### config.mk
export PLATFORM = sky130hd
export DESIGN_NAME = srf_shift_rotate_flag_unit
export DESIGN_NICKNAME = d
export VERILOG_FILES = /design/src/hw/srf_pkg.sv /design/src/hw/srf_link_if.sv /design/src/hw/srf_shifter.sv /design/src/hw/srf_apb_regs.sv /design/src/hw/srf_shift_rotate_flag_unit.sv
export VERILOG_INCLUDE_DIRS = /design/src /design/src/hw
export SDC_FILE = /design/constraint.sdc
export NUM_CORES = 1
export LEC_CHECK = 0
export BUFFER_PORTS_ARGS = -buffer_cell sky130_fd_sc_hd__buf_2
export CORE_MARGIN = 8
export CORE_UTILIZATION = 45
export CTS_CLUSTER_DIAMETER = 30
export DETAILED_ROUTE_END_ITERATION = 8
export PLACE_DENSITY = 0.79
export SLEW_MARGIN = 0
export SYNTH_ARGS = -nofsm -noshare
export SYNTH_HDL_FRONTEND = slang
export SYNTH_SLANG_ARGS = --single-unit
### constraint.sdc
create_clock -name ref_clk -period 3.11 [get_ports ref_clk]
set_input_delay 0.1555 -clock ref_clk [delete_from_list [all_inputs] [get_ports ref_clk]]
set_output_delay 0.1555 -clock ref_clk [all_outputs]
set_load 0.03 [all_outputs]
### src/hw/srf_defines.svh
// Constants of the shift, rotate and flag unit.
//
// Contract
// - I/O bit clear zeroes bit, two cycles
// - Left shift fills zero, sets Z C N V
// - Right shift fills zero, sets Z C N V
// - Rotate left through carry, sets flags
// - Rotate right through carry, sets flags
// - Arithmetic right shift keeps sign bit
// - Nibble swap, flags untouched, one cycle
// - Selected register bit copied to transfer flag
// - Transfer flag copied into selected bit
// - Interrupt enable flag set or cleared
// - Sign flag set alone, one cycle
// - Sign flag cleared alone, one cycle
// - Overflow flag set alone, one cycle
// - Overflow flag cleared alone, one cycle
// - Half carry set alone, one cycle
// - Half carry cleared alone, one cycle
// - Sleep request in one cycle, flags kept
// - Watchdog restart in one cycle, flags kept
// - Debug break for debug logic, flags kept
`ifndef SRF_DEFINES_SVH
`define SRF_DEFINES_SVH
`define SRF_FLAG_C 0
`define SRF_FLAG_Z 1
`define SRF_FLAG_N 2
`define SRF_FLAG_V 3
`define SRF_FLAG_S 4
`define SRF_FLAG_H 5
`define SRF_FLAG_T 6
`define SRF_FLAG_I 7
`define SRF_MSB 7
`define SRF_FLAGS_RESET 8'h00
`define SRF_BYTE_ZERO 8'h00
`define SRF_PAD_ZERO 24'h000000
`define SRF_WORD_ZERO 32'h00000000
`define SRF_OFS_FLAGS 12'h000
`define SRF_OFS_OPSTAT 12'h004
`endif

### src/hw/srf_pkg.sv
// Types shared by the shift, rotate and flag unit.
package srf_pkg;
  // Operations that the decoder may issue.
  typedef enum logic [3:0] {
    OP_NOP, OP_IO_BIT_CLEAR, OP_LOGICAL_LEFT_SHIFT, OP_LOGICAL_RIGHT_SHIFT,
    OP_ROTATE_LEFT_CARRY, OP_ROTATE_RIGHT_CARRY, OP_ARITH_RIGHT_SHIFT,
    OP_NIBBLE_SWAP, OP_BIT_TO_TRANSFER_FLAG, OP_TRANSFER_FLAG_TO_BIT,
    OP_FLAG_SET, OP_FLAG_CLEAR, OP_SLEEP, OP_WATCHDOG_RESTART, OP_DEBUG_BREAK
  } srf_op_e;
  // One data byte.
  typedef logic [7:0] srf_byte_t;
  // Builds a one-hot mask for a bit index.
  function automatic srf_byte_t srf_bit_mask(input logic [2:0] sel);
    srf_bit_mask = srf_byte_t'(8'h01) << sel;
  endfunction : srf_bit_mask
endpackage : srf_pkg

### src/hw/srf_link_if.sv
// Interface between the core of the unit, its shifter and its registers.
`timescale 1ns/1ps
`default_nettype none
interface srf_link_if;
  srf_pkg::srf_op_e  shiftOp;    // Operation under way.
  srf_pkg::srf_byte_t shiftIn;   // Destination operand.
  logic              carryIn;    // Carry before the operation.
  srf_pkg::srf_byte_t shiftOut;  // Shifted result.
  logic              zeroOut;    // Result is zero.
  logic              carryOut;   // Bit shifted out.
  logic              negOut;     // Result sign.
  logic              ovfOut;     // Sign xor carry.
  logic              regWrEn;    // Software writes the flags.
  srf_pkg::srf_byte_t regWrData; // Flag value written.
  srf_pkg::srf_byte_t flagsView; // Flags for reads.
  srf_pkg::srf_byte_t opStatView; // Operation status for reads.
  modport shifter (input shiftOp, shiftIn, carryIn,
                   output shiftOut, zeroOut, carryOut, negOut, ovfOut);
  modport regs (output regWrEn, regWrData, input flagsView, opStatView);
  modport core (output shiftOp, shiftIn, carryIn, flagsView, opStatView,
                input shiftOut, zeroOut, carryOut, negOut, ovfOut, regWrEn, regWrData);
endinterface : srf_link_if
`default_nettype wire

### src/hw/srf_shifter.sv
// Combinational shifter, rotator and nibble swapper.
`timescale 1ns/1ps
`default_nettype none
`include "srf_defines.svh"
module srf_shifter (
  srf_link_if.shifter link
);
  // Forms the result and the bit that leaves the byte.
  always_comb begin
    link.shiftOut = link.shiftIn;
    link.carryOut = link.carryIn;
    unique case (link.shiftOp)
      srf_pkg::OP_LOGICAL_LEFT_SHIFT: begin
        link.shiftOut = {link.shiftIn[`SRF_MSB-1:0], 1'b0};
        link.carryOut = link.shiftIn[`SRF_MSB];
      end
      srf_pkg::OP_LOGICAL_RIGHT_SHIFT: begin
        link.shiftOut = {1'b0, link.shiftIn[`SRF_MSB:1]};
        link.carryOut = link.shiftIn[0];
      end
      srf_pkg::OP_ROTATE_LEFT_CARRY: begin
        link.shiftOut = {link.shiftIn[`SRF_MSB-1:0], link.carryIn};
        link.carryOut = link.shiftIn[`SRF_MSB];
      end
      srf_pkg::OP_ROTATE_RIGHT_CARRY: begin
        link.shiftOut = {link.carryIn, link.shiftIn[`SRF_MSB:1]};
        link.carryOut = link.shiftIn[0];
      end
      srf_pkg::OP_ARITH_RIGHT_SHIFT: begin
        link.shiftOut = {link.shiftIn[`SRF_MSB], link.shiftIn[`SRF_MSB:1]};
        link.carryOut = link.shiftIn[0];
      end
      srf_pkg::OP_NIBBLE_SWAP: begin
        link.shiftOut = {link.shiftIn[3:0], link.shiftIn[`SRF_MSB:4]};
      end
      default: begin
        // Other operations pass the operand through unchanged.
        link.shiftOut = link.shiftIn;
      end
    endcase
    link.zeroOut = (link.shiftOut == `SRF_BYTE_ZERO);
    link.negOut  = link.shiftOut[`SRF_MSB];
    link.ovfOut  = link.shiftOut[`SRF_MSB] ^ link.carryOut;
  end
endmodule : srf_shifter
`default_nettype wire

### src/hw/srf_apb_regs.sv
// APB slave for the flag and operation status registers.
`timescale 1ns/1ps
`default_nettype none
`include "srf_defines.svh"
module srf_apb_regs (
  input  wire logic        ref_clk,
  input  wire logic        reset_n,
  input  wire logic        psel,
  input  wire logic        penable,
  input  wire logic        pwrite,
  input  wire logic [11:0] paddr,
  input  wire logic [31:0] pwdata,
  output var  logic [31:0] prdata,
  output var  logic        pready,
  output var  logic        pslverr,
  srf_link_if.regs         link
);
  logic setupPhase; // Setup cycle of a transfer.
  logic mapped;     // Address hits a register.
  assign setupPhase = psel && !penable;
  assign mapped = (paddr == `SRF_OFS_FLAGS) || (paddr == `SRF_OFS_OPSTAT);
  // A write to the flags lands at the completing access edge.
  assign link.regWrEn = psel && penable && pready && pwrite && (paddr == `SRF_OFS_FLAGS);
  assign link.regWrData = pwdata[7:0];
  // No access waits, as pready comes from a flop set in the setup cycle.
  always_ff @(posedge ref_clk or negedge reset_n) begin
    if (!reset_n) begin
      pready <= 1'b0;
    end else begin
      pready <= setupPhase;
    end
  end
  // Read data and error are captured in the setup cycle.
  always_ff @(posedge ref_clk or negedge reset_n) begin
    if (!reset_n) begin
      prdata  <= `SRF_WORD_ZERO;
      pslverr <= 1'b0;
    end else if (setupPhase) begin
      pslverr <= !mapped;
      if (pwrite || !mapped) begin
        prdata <= `SRF_WORD_ZERO;
      end else if (paddr == `SRF_OFS_FLAGS) begin
        prdata <= {`SRF_PAD_ZERO, link.flagsView};
      end else begin
        prdata <= {`SRF_PAD_ZERO, link.opStatView};
      end
    end
  end
endmodule : srf_apb_regs
`default_nettype wire

### src/hw/srf_shift_rotate_flag_unit.sv
// Top of the shift, rotate and flag unit of the core datapath.
`timescale 1ns/1ps
`default_nettype none
`include "srf_defines.svh"
module srf_shift_rotate_flag_unit (
  input  wire logic             ref_clk,
  input  wire logic             reset_n,
  input  wire logic             psel,
  input  wire logic             penable,
  input  wire logic             pwrite,
  input  wire logic [11:0]      paddr,
  input  wire logic [31:0]      pwdata,
  output var  logic [31:0]      prdata,
  output var  logic             pready,
  output var  logic             pslverr,
  input  wire logic             opValid,
  input  wire srf_pkg::srf_op_e opCode,
  input  wire logic [2:0]       opBitSel,
  input  wire logic [2:0]       opFlagSel,
  input  wire logic [7:0]       regOperand,
  input  wire logic [7:0]       ioOperand,
  input  wire logic [5:0]       ioAddr,
  output var  logic             opReady,
  output var  logic             rfWrEn,
  output var  logic [7:0]       rfWrData,
  output var  logic             ioWrEn,
  output var  logic [5:0]       ioWrAddr,
  output var  logic [7:0]       ioWrData,
  output var  logic [7:0]       statusFlags,
  output var  logic             sleepReq,
  output var  logic             watchdogRestart,
  output var  logic             debugBreak
);
  // Two-state sequence for the I/O bit clear.
  typedef enum logic {ST_IDLE, ST_IO_WRITE} srf_state_e;

  srf_link_if link ();                 // Links the shifter and registers.
  srf_state_e         state_q;         // Sequencer state.
  logic               opReady_q;       // Ready for a new operation.
  logic               rfWrEn_q;        // Register file write strobe.
  srf_pkg::srf_byte_t rfWrData_q;      // Register file write data.
  logic               ioWrEn_q;        // I/O write strobe.
  logic [5:0]         ioWrAddr_q;      // I/O register address.
  srf_pkg::srf_byte_t ioWrData_q;      // I/O data with the bit cleared.
  srf_pkg::srf_byte_t flags_q;         // Status flags register.
  srf_pkg::srf_byte_t flags_d;         // Next value of the flags.
  logic               sleepReq_q;      // Sleep request pulse.
  logic               wdtRestart_q;    // Watchdog restart pulse.
  logic               debugBreak_q;    // Debug break pulse.
  srf_pkg::srf_op_e   lastOp_q;        // Last operation accepted.
  logic               opAccept;        // Operation taken this cycle.
  logic               rfWrite;         // Operation writes the register file.
  srf_pkg::srf_byte_t rfResult;        // Register file result.

  // The sub-blocks share the link interface.
  srf_shifter u_shifter (
    .link (link)
  );
  srf_apb_regs u_regs (
    .ref_clk (ref_clk),
    .reset_n (reset_n),
    .psel    (psel),
    .penable (penable),
    .pwrite  (pwrite),
    .paddr   (paddr),
    .pwdata  (pwdata),
    .prdata  (prdata),
    .pready  (pready),
    .pslverr (pslverr),
    .link    (link)
  );

  // The shifter sees the operand and the carry held now.
  assign link.shiftOp    = opCode;
  assign link.shiftIn    = regOperand;
  assign link.carryIn    = flags_q[`SRF_FLAG_C];
  assign link.flagsView  = flags_q;
  assign link.opStatView = {3'b000, !opReady_q, lastOp_q};
  assign opAccept        = opValid && opReady_q;

  // Outputs come straight from flops.
  assign opReady         = opReady_q;
  assign rfWrEn          = rfWrEn_q;
  assign rfWrData        = rfWrData_q;
  assign ioWrEn          = ioWrEn_q;
  assign ioWrAddr        = ioWrAddr_q;
  assign ioWrData        = ioWrData_q;
  assign statusFlags     = flags_q;
  assign sleepReq        = sleepReq_q;
  assign watchdogRestart = wdtRestart_q;
  assign debugBreak      = debugBreak_q;

  // Picks the register file result and the next flags.
  always_comb begin
    rfWrite  = 1'b0;
    rfResult = link.shiftOut;
    // A software write is the base, so an operation in the same cycle wins.
    flags_d  = link.regWrEn ? link.regWrData : flags_q;
    if (opAccept) begin
      unique case (opCode)
        srf_pkg::OP_LOGICAL_LEFT_SHIFT, srf_pkg::OP_LOGICAL_RIGHT_SHIFT,
        srf_pkg::OP_ROTATE_LEFT_CARRY, srf_pkg::OP_ROTATE_RIGHT_CARRY,
        srf_pkg::OP_ARITH_RIGHT_SHIFT: begin
          rfWrite = 1'b1;
          flags_d[`SRF_FLAG_Z] = link.zeroOut;
          flags_d[`SRF_FLAG_C] = link.carryOut;
          flags_d[`SRF_FLAG_N] = link.negOut;
          flags_d[`SRF_FLAG_V] = link.ovfOut;
        end
        srf_pkg::OP_NIBBLE_SWAP: begin
          rfWrite = 1'b1;
        end
        srf_pkg::OP_BIT_TO_TRANSFER_FLAG: begin
          flags_d[`SRF_FLAG_T] = regOperand[opBitSel];
        end
        srf_pkg::OP_TRANSFER_FLAG_TO_BIT: begin
          rfWrite = 1'b1;
          rfResult = flags_q[`SRF_FLAG_T] ? (regOperand | srf_pkg::srf_bit_mask(opBitSel))
                                          : (regOperand & ~srf_pkg::srf_bit_mask(opBitSel));
        end
        srf_pkg::OP_FLAG_SET: begin
          flags_d[opFlagSel] = 1'b1;
        end
        srf_pkg::OP_FLAG_CLEAR: begin
          flags_d[opFlagSel] = 1'b0;
        end
        srf_pkg::OP_NOP, srf_pkg::OP_IO_BIT_CLEAR, srf_pkg::OP_SLEEP,
        srf_pkg::OP_WATCHDOG_RESTART, srf_pkg::OP_DEBUG_BREAK: begin
          // These leave the flags and the register file alone.
          rfWrite = 1'b0;
        end
        default: begin
          // An unused code is treated as no operation.
          rfWrite = 1'b0;
        end
      endcase
    end
  end

  // Sequencer: the I/O clear holds off new work for one extra cycle.
  always_ff @(posedge ref_clk or negedge reset_n) begin
    if (!reset_n) begin
      state_q   <= ST_IDLE;
      opReady_q <= 1'b1;
    end else begin
      unique case (state_q)
        ST_IDLE: begin
          if (opAccept && (opCode == srf_pkg::OP_IO_BIT_CLEAR)) begin
            state_q   <= ST_IO_WRITE;
            opReady_q <= 1'b0;
          end
        end
        ST_IO_WRITE: begin
          state_q   <= ST_IDLE;
          opReady_q <= 1'b1;
        end
      endcase
    end
  end

  // I/O path: read value is masked in cycle one and written in cycle two.
  always_ff @(posedge ref_clk or negedge reset_n) begin
    if (!reset_n) begin
      ioWrEn_q   <= 1'b0;
      ioWrAddr_q <= '0;
      ioWrData_q <= `SRF_BYTE_ZERO;
    end else begin
      ioWrEn_q <= (state_q == ST_IO_WRITE);
      if (opAccept && (opCode == srf_pkg::OP_IO_BIT_CLEAR)) begin
        ioWrAddr_q <= ioAddr;
        ioWrData_q <= ioOperand & ~srf_pkg::srf_bit_mask(opBitSel);
      end
    end
  end

  // Register file write-back, one cycle after the operation is taken.
  always_ff @(posedge ref_clk or negedge reset_n) begin
    if (!reset_n) begin
      rfWrEn_q   <= 1'b0;
      rfWrData_q <= `SRF_BYTE_ZERO;
    end else begin
      rfWrEn_q <= rfWrite;
      if (rfWrite) begin
        rfWrData_q <= rfResult;
      end
    end
  end

  // Status flags register.
  always_ff @(posedge ref_clk or negedge reset_n) begin
    if (!reset_n) begin
      flags_q <= `SRF_FLAGS_RESET;
    end else begin
      flags_q <= flags_d;
    end
  end

  // Control pulses to the sleep, watchdog and debug logic.
  always_ff @(posedge ref_clk or negedge reset_n) begin
    if (!reset_n) begin
      sleepReq_q   <= 1'b0;
      wdtRestart_q <= 1'b0;
      debugBreak_q <= 1'b0;
    end else begin
      sleepReq_q   <= opAccept && (opCode == srf_pkg::OP_SLEEP);
      wdtRestart_q <= opAccept && (opCode == srf_pkg::OP_WATCHDOG_RESTART);
      debugBreak_q <= opAccept && (opCode == srf_pkg::OP_DEBUG_BREAK);
    end
  end

  // Records the last accepted operation for status reads.
  always_ff @(posedge ref_clk or negedge reset_n) begin
    if (!reset_n) begin
      lastOp_q <= srf_pkg::OP_NOP;
    end else if (opAccept) begin
      lastOp_q <= opCode;
    end
  end

  // Checks below, all but a_io_clear and a_break, ignore cycles in which software writes the flags.
  logic cleanOp; // Operation taken with no software flag write.
  assign cleanOp = opAccept && !link.regWrEn;
endmodule : srf_shift_rotate_flag_unit
`default_nettype wire

==> metrics.log, run 1 <==
INFO  metric worst_setup_hold_path_clk_slew = 0.09 ns
INFO  metric grt_setup_unrepaired = false
INFO  metric failed_checks = hold timing
INFO  metric min_path_type = in -> async
INFO  metric critical_path.endpoint = ioWrAddr[0]
INFO  metric drv.max_cap_violation_count = 0
INFO  metric initial_core_util = 46.1%
INFO  metric arrival_time_worst_endpoint = 2.39 ns
INFO  metric cts.sink_count = 51
INFO  metric fmaxAchievable = 0.457 GHz
INFO  metric layout_min_cycle_time = 2.19 ns
INFO  metric place_ws = 0.923 ns
INFO  metric slowest_stage = or4_1
INFO  metric worst_path_largest_cell_delay = 0.89 ns
INFO  metric synth.lib_cells_used.distinct = 56
INFO  metric syn_area = 3100 µm²
INFO  metric fp.dieW = 98.9 µm
INFO  metric timing.rr.end = ioWrAddr[0]
INFO  metric critical_path.top_delay_family = simple AND/OR/NAND/NOR gates
INFO  metric power.leakage = 1.88 nW
INFO  metric drt_iter0_drc = 208
INFO  metric antennaDiodeCount = 0
INFO  metric ant_nets = 0
INFO  metric crit_required = 3.31 ns
INFO  metric io-pin-count = 152
INFO  metric path_class = reg -> reg
INFO  metric number_of_instances_resized_during_post_cts_repair = 0
INFO  metric hpwlAfterDp = 6630 µm
INFO  metric share_seq_of_total_power = 49.4%
INFO  metric worstPathMaxFanout = 24
INFO  metric worst_hold_slack = -0.0237 ns
INFO  metric synthesis.area_per_instance = 9.16 µm²
INFO  metric outcome = finished, violations left
INFO  metric timing.reg2reg.worst_path_depth = 3
INFO  metric avgRoutedWirePerCell = 16.9 µm
INFO  metric final_critical_path_setup_slack = 0.920 ns
INFO  metric row_count = 30
INFO  metric postRouteWirelength = 8560 µm
INFO  metric grt_antenna_before_repair = 0
INFO  metric core_outline_area = 6720 µm²
INFO  metric power.share.combinational = 15.9%
INFO  metric drc_errors = 0
INFO  metric cts_buffers = 5
INFO  metric final-max-slew-violation-count = 0
INFO  metric cts-htree-levels = 2
INFO  metric synth_seq_area_share = 41.3%
INFO  metric depth_of_the_critical_timing_path_with_buffers_and_inverters_included = 3
INFO  metric post_cts_buffers = 0
INFO  metric hold_viol = 39
INFO  metric yosys_warnings = 0
INFO  metric cts_max_path_buffers = 2
INFO  metric route.vias.total = 2814
INFO  metric io_buffers = 103
INFO  metric internal-power = 0.000971 W
INFO  metric worst_ir_drop_vdd = 154 µV
INFO  metric grt_first_pass_wirelength = 13800 µm
INFO  metric maxSlewHeadroom = 39.0%
INFO  metric r2r_slack = 0.92 ns
INFO  metric synth-seq-cells = 51
INFO  metric worstSetupStartpoint = opReady
INFO  metric netlist_instances = 338
INFO  metric clock_latency = 0.30 ns
INFO  metric netSwitchingPower = 0.000371 W
INFO  metric relative_contribution_of_the_clock_network_to_total_power = 34.7%
INFO  metric setup-violations-final = 0
INFO  metric totalNegativeSetupSlack = 0 ns
INFO  metric layout-drive-gt1-share = 30.9%
INFO  metric async_reset_ff_share = 100%
INFO  metric tritoncts = yes
INFO  metric timing.critical_path.buf_inv = 0
INFO  metric drt-pass1-iter-count = 5
INFO  metric max_slew.worst_pin.slew = 0.915 ns
INFO  metric fin_worst_skew = 0.00499 ns
INFO  metric syn_to_final_growth = 17.9%
INFO  metric timing.critical_path.cells = nand2_1, or4_1, mux2_2
INFO  metric post_synth_edffs = 0
INFO  metric die_y = 98.9 µm
INFO  metric end_kind = register
INFO  metric source_of_the_worst_register_to_register_timing_path = opReady
INFO  metric cts_hold_buffers = 0
INFO  metric netSwitchingFraction = 27.7%
INFO  metric viasPerCell = 5.55
INFO  metric worst_setup_path_start_kind = register
INFO  metric die_area = 9790 µm²
INFO  metric clk_root_buffer_cell = clkbuf_8
INFO  metric power.density_cell_area = 368 nW/µm²
INFO  metric power = 0.00134 W
INFO  metric place.gp.congestion = 0.908
INFO  metric vias_in_the_first_global_route = 2765
INFO  metric grt_usage = 17.1%
INFO  metric dominantRegCellSynth = dfrtp_1
INFO  metric grt_start_max_net_pins = 42
INFO  metric design.final.nets = 508
INFO  metric global_route.overflow_total = 0
INFO  metric min_period_over_period = 70.4%
state kept, by name, indices dropped and copies added (netlist names):
register	flops
u_regs.pslverr	1
state_q	1
rfWrEn	1
lastOp_q	4
u_regs.prdata	8
ioWrAddr	6
watchdogRestart	1
opReady	1
ioWrData	8
u_regs.pready	1
sleepReq	1
ioWrEn	1
debugBreak	1
rfWrData	8
statusFlags	8
layer usage:
metal | vias to the layer above | GRT usage, % | part of all wire [%]
met5 | - | 0 | 0
met4 | 0 | 6.14 | 2.0
met3 | 13 | 4.02 | 6.2
met2 | 120 | 29.0 | 51
met1 | 1351 | 20.6 | 41
li1 | 1330 | - | -
power groups by stage:
stage | sequential, W | clock (W) | combinational (W)
6_report | 0.000664 | 0.000465 | 0.000213
5_1_grt | 0.000664 | 0.000499 | 0.000234
4_1_cts | 0.000664 | 0.000478 | 0.000212
3_5_place_dp | 0.000677 | 0 | 0.000210
3_3_place_gp | 0.000677 | 0 | 0.000207
2_1_floorplan | 0.000678 | 0 | 0.000155
area by class of cell:
| type | instances | area (µm²) |
|---|---|---|
| Tap cell | 80 | 100 |
| Multi-Input combinational cell | 259 | 1620 |
| Clock inverter | 3 | 43.8 |
| Fill cell | 626 | 3070 |
| Sequential cell | 51 | 1280 |
| Timing Repair Buffer | 104 | 523 |
| Inverter | 5 | 18.8 |
| Clock buffer | 5 | 68.8 |
layout by cell type (no fill, tap or decap), types with 2 or more instances in the layout:
master,n
and2_1,3
buf_2,103
o21ai_0,17
nand2_1,52
nor2_1,26
clkbuf_8,5
o32a_1,2
dfrtp_1,50
a221oi_1,10
mux4_2,2
xnor2_1,2
nor3b_1,3
nand3_1,6
a31oi_1,2
mux2_2,9
nor2b_1,5
nor3_1,6
or3_1,2
a21oi_1,16
a2bb2oi_1,2
o31ai_1,2
inv_1,5
nand2b_1,4
a22o_1,3
or4_1,2
o22ai_1,3
nand4_1,2
mux2i_1,24
a21o_1,3
nand3b_1,4
conb_1,24
nor4_2,2
cell usage after synthesis (all sizes together), types with 3 or more instances:
cell type  count  share of area [%]
mux2i         24                7.8
nand3          7                1.3
a221oi        10                2.8
nand2         52                6.3
nor4           3                1.5
buf           30                6.8
inv            5               0.61
nor2b          5                1.0
nor2          26                3.2
o22ai          3               0.61
a22o           3               0.85
a21o           3               0.73
o21ai         17                2.7
nand2b         4               0.81
dfrtp         50                 40
nor3           6               0.97
a21oi         16                2.6
mux2           9                3.3
nor3b          3               0.73
nand3b         4               0.97
and2           3               0.61
clkbuf        16                1.9
worst register-to-register path, stage by stage, from the launching register on:
cell	delay [ns]
dfstp_2	0.58
nand2_1	0.21
or4_1	0.89
mux2_2	0.41
stage by stage:
| stage | instance area [µm²] | util, % | std cells |
|---|---|---|---|
| final | 3650 | 54.3 | 507 |
| after global placement | 3540 | 52.6 | 499 |
| after CTS | 3650 | 54.3 | 507 |
| after global routing | 3650 | 54.3 | 507 |
| after detailed placement | 3540 | 52.6 | 499 |
| after floorplan | 3180 | - | 361 |
cell families after synthesis:
group                  synth area share, %
AND/OR/NAND/NOR                       20.1
AO/OA/AOI/OAI                         15.8
flip-flops                            41.3
buffers and inverters                 9.30
multiplexers                          12.5
XOR/XNOR                             0.849
other                                0.121
worst min path at each step:
stage / start / depth (start not counted) / to / slack [ns]
global route: reset_n / 1 / rfWrData[3] / 0.04
global placement: reset_n / 1 / rfWrData[2] / 0.34
floorplan: reset_n / 0 / debugBreak / -0.14
finish: reset_n / 1 / rfWrData[3] / -0.02
CTS: reset_n / 1 / rfWrData[2] / 0.007
detailed placement: reset_n / 1 / rfWrData[2] / 0.34
Power figures use the tool's default switching activity.
==> inputs of run 2 (changes only) <==
- clock period: 3.11 -> 2.15 ns (I/O delays scaled with it)
==> run 2 against run 1 <==
Net effect:
- the run now ends clean
- total power up 47%
- register-to-register slack worse by 0.75 ns
- count of clock-buffer cells in the layout is 1 higher
- utilization grew 1.7 points
- flip-flop and latch count is the same
- non-clock buffer count increased by 14
- combinational power grew 50%
- cell area up 3.1%
- critical path type unchanged
- largest cell class unchanged
==> metrics.log, run 2 (synthesis results as in run 1) <==
INFO  metric outcome = complete, no violations (was finished, violations left)
INFO  metric source_of_the_worst_register_to_register_timing_path = opReady (unchanged)
INFO  metric route.vias.total = 2828 (was 2814)
INFO  metric worst_hold_slack = 0.0335 ns (was -0.0237 ns)
INFO  metric arrival_time_worst_endpoint = 2.18 ns (was 2.39 ns)
INFO  metric design.final.nets = 522 (was 508)
INFO  metric final_common_cell = buf_2 (unchanged)
INFO  metric io_buffers = 103 (unchanged)
INFO  metric grt_setup_unrepaired = false (unchanged)
INFO  metric multi_input_area = 1620 µm² (unchanged)
INFO  metric min_delay_worst_endpoint = ioWrAddr[0]
INFO  metric maxSlewHeadroom = 63.8% (was 39.0%)
INFO  metric place_ws = 0.241 ns (was 0.923 ns)
INFO  metric worst_setup_hold_path_clk_slew = 0.09 ns (about the same)
INFO  metric syn_to_final_growth = 21.5% (was 17.9%)
INFO  metric layout_min_cycle_time = 1.98 ns (was 2.19 ns)
INFO  metric grt_antenna_before_repair = 0 (unchanged)
INFO  metric clock_latency = 0.30 ns (about the same)
INFO  metric min_delay_path_depth = 2
INFO  metric drc_errors = 0 (unchanged)
INFO  metric fmaxAchievable = 0.506 GHz (was 0.457 GHz)
INFO  metric worst_setup_path_start_kind = register (unchanged)
INFO  metric grt_start_max_net_pins = 25 (was 42)
INFO  metric hpwlAfterDp = 6870 µm (was 6630 µm)
INFO  metric ant_nets = 0 (unchanged)
INFO  metric timing.critical_path.buf_inv = 1 (was 0)
INFO  metric min_period_over_period = 92.0% (was 70.4%)
INFO  metric die_area = 9790 µm² (unchanged)
INFO  metric place.gp.congestion = 0.908 (about the same)
INFO  metric vias_in_the_first_global_route = 2808 (was 2765)
INFO  metric crit_required = 2.35 ns (was 3.31 ns)
INFO  metric place.detailed.instances = 512 (was 499)
INFO  metric io-pin-count = 152 (unchanged)
INFO  metric drv.max_cap_violation_count = 0 (unchanged)
INFO  metric grt_first_pass_wirelength = 13600 µm (was 13800 µm)
INFO  metric worstPathMaxFanout = 7 (was 24)
INFO  metric initial_core_util = 46.1% (unchanged)
INFO  metric worst_ir_drop_vdd = 282 µV (was 154 µV)
INFO  metric setup-violations-final = 0 (unchanged)
INFO  metric antennaDiodeCount = 0 (unchanged)
INFO  metric global_route.overflow_total = 0 (unchanged)
INFO  metric mostFrequentLayoutCells = 103 x buf_2, 52 x nand2_1, 50 x dfrtp_1 (unchanged)
INFO  metric core_outline_area = 6720 µm² (unchanged)
INFO  metric power.density_cell_area = 524 nW/µm² (was 368 nW/µm²)
INFO  metric final-seq-area = 1280 µm² (unchanged)
INFO  metric path_class = reg -> reg (unchanged)
INFO  metric fin_worst_skew = 0.00770 ns (was 0.00499 ns)
INFO  metric fp.dieW = 98.9 µm (unchanged)
INFO  metric fillerInstances = 616 (was 626)
INFO  metric end_kind = register (unchanged)
INFO  metric hold_viol = 0 (was 39)
INFO  metric drt_iter0_drc = 190 (was 208)
INFO  metric max_slew.worst_pin.slew = 0.541 ns (was 0.915 ns)
INFO  metric die_y = 98.9 µm (unchanged)
INFO  metric min-delay-start = ioAddr[0]
INFO  metric drt-pass1-iter-count = 4 (was 5)
INFO  metric timing.reg2reg.worst_path_depth = 6 (was 3)
INFO  metric layout.cells.non_filler = 521 (was 507)
INFO  metric timing.critical_path.cells = and2_1, nand2_1, o22ai_1, buf_4, nor2_1, a221oi_1 (was nand2_1, or4_1, mux2_2)
INFO  metric min_path_type = in -> reg (was in -> async)
INFO  metric power.leakage = 1.95 nW (was 1.88 nW)
INFO  metric row_count = 30 (unchanged)
INFO  metric final_critical_path_setup_slack = 0.173 ns (was 0.920 ns)
INFO  metric grt_usage = 16.9% (was 17.1%)
INFO  metric slowest_stage = dfstp_2 (was or4_1)
INFO  metric cts_buffers = 5 (unchanged)
INFO  metric critical_path.top_delay_family = flip-flops (was simple AND/OR/NAND/NOR gates)
INFO  metric totalNegativeSetupSlack = 0 ns (unchanged)
INFO  metric worst_path_largest_cell_delay = 0.59 ns (was 0.89 ns)
INFO  metric timing.rr.end = rfWrData[1] (was ioWrAddr[0])
INFO  metric layout-drive-gt1-share = 32.9% (was 30.9%)
INFO  metric utilization = 56.0% (was 54.3%)
INFO  metric post_cts_buffers = 0 (unchanged)
INFO  metric viasPerCell = 5.43 (was 5.55)
INFO  metric postRouteWirelength = 8660 µm (was 8560 µm)
INFO  metric final-max-slew-violation-count = 0 (unchanged)
INFO  metric tritoncts = yes (unchanged)
INFO  metric avgRoutedWirePerCell = 16.6 µm (was 16.9 µm)
INFO  metric cts_max_path_buffers = 2 (unchanged)
INFO  metric r2r_slack = 0.17 ns (was 0.92 ns)
INFO  metric cts.sink_count = 51 (unchanged)
INFO  metric clk_root_buffer_cell = clkbuf_8 (unchanged)
INFO  metric cts-htree-levels = 2 (unchanged)
[run 2: how the worst max path moves through the flow]
stage | start | to | cells past startpoint
2_1_floorplan | opReady | ioWrAddr[3] | 5
3_3_place_gp | opReady | rfWrData[3] | 6
3_5_place_dp | opReady | rfWrData[2] | 6
4_1_cts | opReady | rfWrData[2] | 6
5_1_grt | opReady | rfWrData[3] | 6
6_report | opReady | rfWrData[1] | 6
[run 2: layer usage]
layer	GRT usage [%]	up-vias	routed length, µm
met5	0	-	0
met4	5.55	0	144
met3	4.02	13	541
met2	29.5	107	4490
met1	19.9	1351	3490
li1	-	1357	-
[run 2: layout make-up]
class | count | share of cell area [%]
flip-flops and latches | 51 | 34.0
repair buffers | 118 | 16.8
clock inverters | 2 | 0.931
inverters | 5 | 0.499
multi-input cells | 259 | 43.0
clock buffers | 6 | 2.20
well taps | 80 | 2.66
[run 2: timing repair]
item | 4_1_cts | 5_1_grt
resized for setup | 0 | 0
endpoints found under the setup margin | 0 | 0
hold buffers | 1 | 0
endpoints found under the hold margin | 18 | 0
[run 2: per-stage QoR]
step,total power (W),cell area [µm²]
CTS,0.00198,3760
finish,0.00197,3760
global placement,0.00129,3630
floorplan,0.00121,3180
global route,0.00205,3760
detailed placement,0.00129,3630
[run 2: worst register-to-register path: stages (launching register included)]
cell and delay [ns]:
dfstp_2 0.59, and2_1 0.29, nand2_1 0.20, o22ai_1 0.32, buf_4 0.22, nor2_1 0.05, a221oi_1 0.22
[run 2: where the power goes]
part / internal (W) / switching [W]
sequential: 0.000959 / 0.000000489
combinational: 0.000107 / 0.000213
clock: 0.000377 / 0.000316
==> inputs of run 3 (changes only) <==
- CORE_UTILIZATION: 45 -> 49
- PLACE_DENSITY: 0.79 -> 0.82
- SYNTH_HIERARCHICAL: not set -> 1
==> run 3 against run 2 <==
Net effect:
- count of clock-buffer cells in the layout unchanged
- synthesized cell count up 12%
- hold slack worse by 0.0058 ns
- maximum frequency down 1.6%
- sequential share of layout area down 2.7 points
- register-to-register slack better by 0.17 ns
==> metrics.log, run 3 <==
INFO  metric max_slew.worst_pin.slew = 0.518 ns (was 0.541 ns)
INFO  metric hold_viol = 0 (unchanged)
INFO  metric syn_to_final_growth = 15.3% (was 21.5%)
INFO  metric synth-seq-cells = 51 (unchanged)
INFO  metric cts_hold_buffers = 1 (unchanged)
INFO  metric async_reset_ff_share = 100% (unchanged)
INFO  metric viasPerCell = 5.28 (was 5.43)
INFO  metric drt_iter0_drc = 144 (was 190)
INFO  metric utilization = 57.2% (was 56.0%)
INFO  metric mostFrequentLayoutCells = 103 x buf_2, 53 x nand2_1, 50 x dfrtp_1 (was 103 x buf_2, 52 x nand2_1, 50 x dfrtp_1)
INFO  metric syn_area = 3540 µm² (was 3100 µm²)
INFO  metric worst_setup_hold_path_clk_slew = 0.09 ns (about the same)
INFO  metric drc_errors = 0 (unchanged)
INFO  metric post_synth_edffs = 0 (unchanged)
INFO  metric cts.sink_count = 51 (unchanged)
INFO  metric timing.critical_path.buf_inv = 2 (was 1)
INFO  metric tritoncts = yes (unchanged)
INFO  metric end_kind = register (unchanged)
INFO  metric grt_antenna_before_repair = 0 (unchanged)
INFO  metric global_route.overflow_total = 0 (unchanged)
INFO  metric path_class = in -> reg (was reg -> reg)
INFO  metric clock_latency = 0.30 ns (about the same)
INFO  metric layout-drive-gt1-share = 34.5% (was 32.9%)
INFO  metric cts-htree-levels = 2 (unchanged)
INFO  metric yosys_warnings = 6 (was 0)
INFO  metric number_of_instances_resized_during_post_cts_repair = 0 (unchanged)
INFO  metric fp.dieW = 101 µm (was 98.9 µm)
INFO  metric power.leakage = 2.08 nW (was 1.95 nW)
INFO  metric worstSetupStartpoint = paddr[1] (was opReady)
INFO  metric ant_nets = 0 (unchanged)
INFO  metric maxSlewHeadroom = 64.6% (was 63.8%)
INFO  metric synthesis.area_per_instance = 9.34 µm² (was 9.16 µm²)
INFO  metric avgRoutedWirePerCell = 15.8 µm (was 16.6 µm)
INFO  metric worstPathMaxFanout = 5 (was 7)
INFO  metric route.vias.total = 3014 (was 2828)
INFO  metric grt_setup_unrepaired = false (unchanged)
INFO  metric dominantRegCellSynth = dfrtp_1 (unchanged)
INFO  metric final-max-slew-violation-count = 0 (unchanged)
INFO  metric final_common_cell = buf_2 (unchanged)
INFO  metric clk_root_buffer_cell = clkbuf_8 (unchanged)
INFO  metric crit_required = 2.32 ns (was 2.35 ns)
INFO  metric timing.critical_path.cells = buf_2, or4_4, or3_4, nor4_2, buf_4, mux2i_1, a31oi_1, a41oi_1, o221ai_1 (was and2_1, nand2_1, o22ai_1, buf_4, nor2_1, a221oi_1)
INFO  metric power.density_cell_area = 494 nW/µm² (was 524 nW/µm²)
INFO  metric cts_buffers = 5 (unchanged)
INFO  metric postRouteWirelength = 9030 µm (was 8660 µm)
INFO  metric min-delay-start = ioAddr[5] (was ioAddr[0])
INFO  metric yosysMostFrequentCell = nand2_1 (unchanged)
INFO  metric min_path_type = in -> reg (unchanged)
INFO  metric worst_ir_drop_vdd = 280 µV (was 282 µV)
INFO  metric place.gp.congestion = 0.918 (was 0.908)
INFO  metric setup-violations-final = 0 (unchanged)
INFO  metric drt-pass1-iter-count = 5 (was 4)
INFO  metric min_period_over_period = 93.4% (was 92.0%)
INFO  metric post_cts_buffers = 0 (unchanged)
INFO  metric die_y = 101 µm (was 98.9 µm)
INFO  metric row_count = 31 (was 30)
INFO  metric io_buffers = 103 (unchanged)
INFO  metric vias_in_the_first_global_route = 3063 (was 2808)
INFO  metric netlist_instances = 379 (was 338)
INFO  metric arrival_time_worst_endpoint = 2.18 ns (about the same)
INFO  metric post-synth-top-area-fraction = 35.3% (was 40.4%)
INFO  metric worst_setup_path_start_kind = input pin (was register)
INFO  metric design.final.nets = 553 (was 522)
INFO  metric outcome = complete, no violations (unchanged)
INFO  metric hpwlAfterDp = 7160 µm (was 6870 µm)
INFO  metric synth_top_area_cell = dfrtp_1 (unchanged)
INFO  metric worst_hold_slack = 0.0277 ns (was 0.0335 ns)
INFO  metric r2r_slack = 0.34 ns (was 0.17 ns)
INFO  metric antennaDiodeCount = 0 (unchanged)
INFO  metric die_area = 10200 µm² (was 9790 µm²)
INFO  metric source_of_the_worst_register_to_register_timing_path = opReady (unchanged)
INFO  metric cts_max_path_buffers = 2 (unchanged)
INFO  metric io-pin-count = 152 (unchanged)
INFO  metric synthTopCellsByCount = 53 x nand2_1, 50 x dfrtp_1, 33 x buf_4 (was 52 x nand2_1, 50 x dfrtp_1, 26 x nor2_1)
INFO  metric core_outline_area = 7140 µm² (was 6720 µm²)
INFO  metric critical_path.top_delay_family = simple AND/OR/NAND/NOR gates (was flip-flops)
INFO  metric grt_start_max_net_pins = 35 (was 25)
INFO  metric layout_min_cycle_time = 2.01 ns (was 1.98 ns)
INFO  metric grt_first_pass_wirelength = 14600 µm (was 13600 µm)
INFO  metric grt_usage = 17.6% (was 16.9%)
INFO  metric drv.max_cap_violation_count = 0 (unchanged)
INFO  metric worst_path_largest_cell_delay = 0.53 ns (was 0.59 ns)
INFO  metric synth.area.top_cells = dfrtp_1 35%, buf_4 7.0%, nand2_1 5.6% (was dfrtp_1 40%, mux2i_1 7.8%, nand2_1 6.3%)
INFO  metric initial_core_util = 49.6% (was 46.1%)
INFO  metric synth_seq_area_share = 36.1% (was 41.3%)
INFO  metric slowest_stage = or4_4 (was dfstp_2)
INFO  metric fmaxAchievable = 0.498 GHz (was 0.506 GHz)
INFO  metric synth.lib_cells_used.distinct = 71 (was 56)
INFO  metric fin_worst_skew = 0.00493 ns (was 0.00770 ns)
==> run 3: cell types whose count changed after synthesis, moves of 7 or more <==
cell and delta:
a221oi_1 -8, inv_1 +13, buf_4 +8, buf_6 +8, mux2i_1 -7, clkbuf_1 -10
a21oi_1 -8, a22oi_1 +8
==> run 3: kinds of logic after synthesis <==
| group | share of synthesized area [%] |
|---|---|
| compound gates | 17.9 |
| other cells | 0.212 |
| flops | 36.1 |
| simple gates | 19.9 |
| mux | 10.9 |
| buf+inv | 14.1 |
| xor+xnor | 0.955 |
==> run 3: final cells by class <==
| cell class | count | area, µm² |
|---|---|---|
| well taps | 99 | 124 |
| multi-input cells | 276 | 1860 |
| clock buffers | 6 | 82.6 |
| fillers | 668 | 3060 |
| repair buffers | 119 | 638 |
| flip-flops and latches | 51 | 1280 |
| clock inverters | 2 | 35.0 |
| inverters | 18 | 67.6 |
==> run 3: power by group <==
| group | switching (W) | total [W] | internal (W) |
|---|---|---|---|
| clock network | 0.000313 | 0.000690 | 0.000377 |
| registers | 0.000000822 | 0.000961 | 0.000960 |
| logic | 0.000240 | 0.000364 | 0.000125 |
==> run 3: through the flow <==
stage / worst slack [ns] / power [W] / setup TNS (ns) / instance area (µm²) / std cells
after floorplan: -0.0349 / 0.00127 / -0.0349 / 3640 / 404
after global placement: -0.0888 / 0.00133 / -0.244 / 3950 / 562
after detailed placement: -0.146 / 0.00134 / -0.418 / 3950 / 562
after CTS: 0.157 / 0.00202 / 0 / 4080 / 571
after global routing: 0.0352 / 0.00211 / 0 / 4080 / 571
final: 0.141 / 0.00202 / 0 / 4080 / 571
==> run 3: worst paths after layout <==
check	end	cells after the start
max	statusFlags[3]	9
min reg2reg	ioWrEn	0
min in group asynchronous	ioWrAddr[0]	2
max reg2reg	statusFlags[1]	4
max in group asynchronous	rfWrData[5]	3
min	ioWrAddr[5]	2
==> run 3: worst reg2reg max path, stage by stage (launching register included) <==
cell and delay [ns]:
dfstp_2 0.60, nand2_1 0.27, a311oi_1 0.57, nand2_1 0.12, o311ai_0 0.12
==> run 3: metal layers <==
layer  vias to the layer above  share of wire (%)  global-route usage [%]
li1                       1478                  -                       -
met1                      1436                 40                    20.2
met2                        89                 52                    32.1
met3                        11                6.8                    3.66
met4                         0                1.3                    4.70
met5                         -                  0                       0
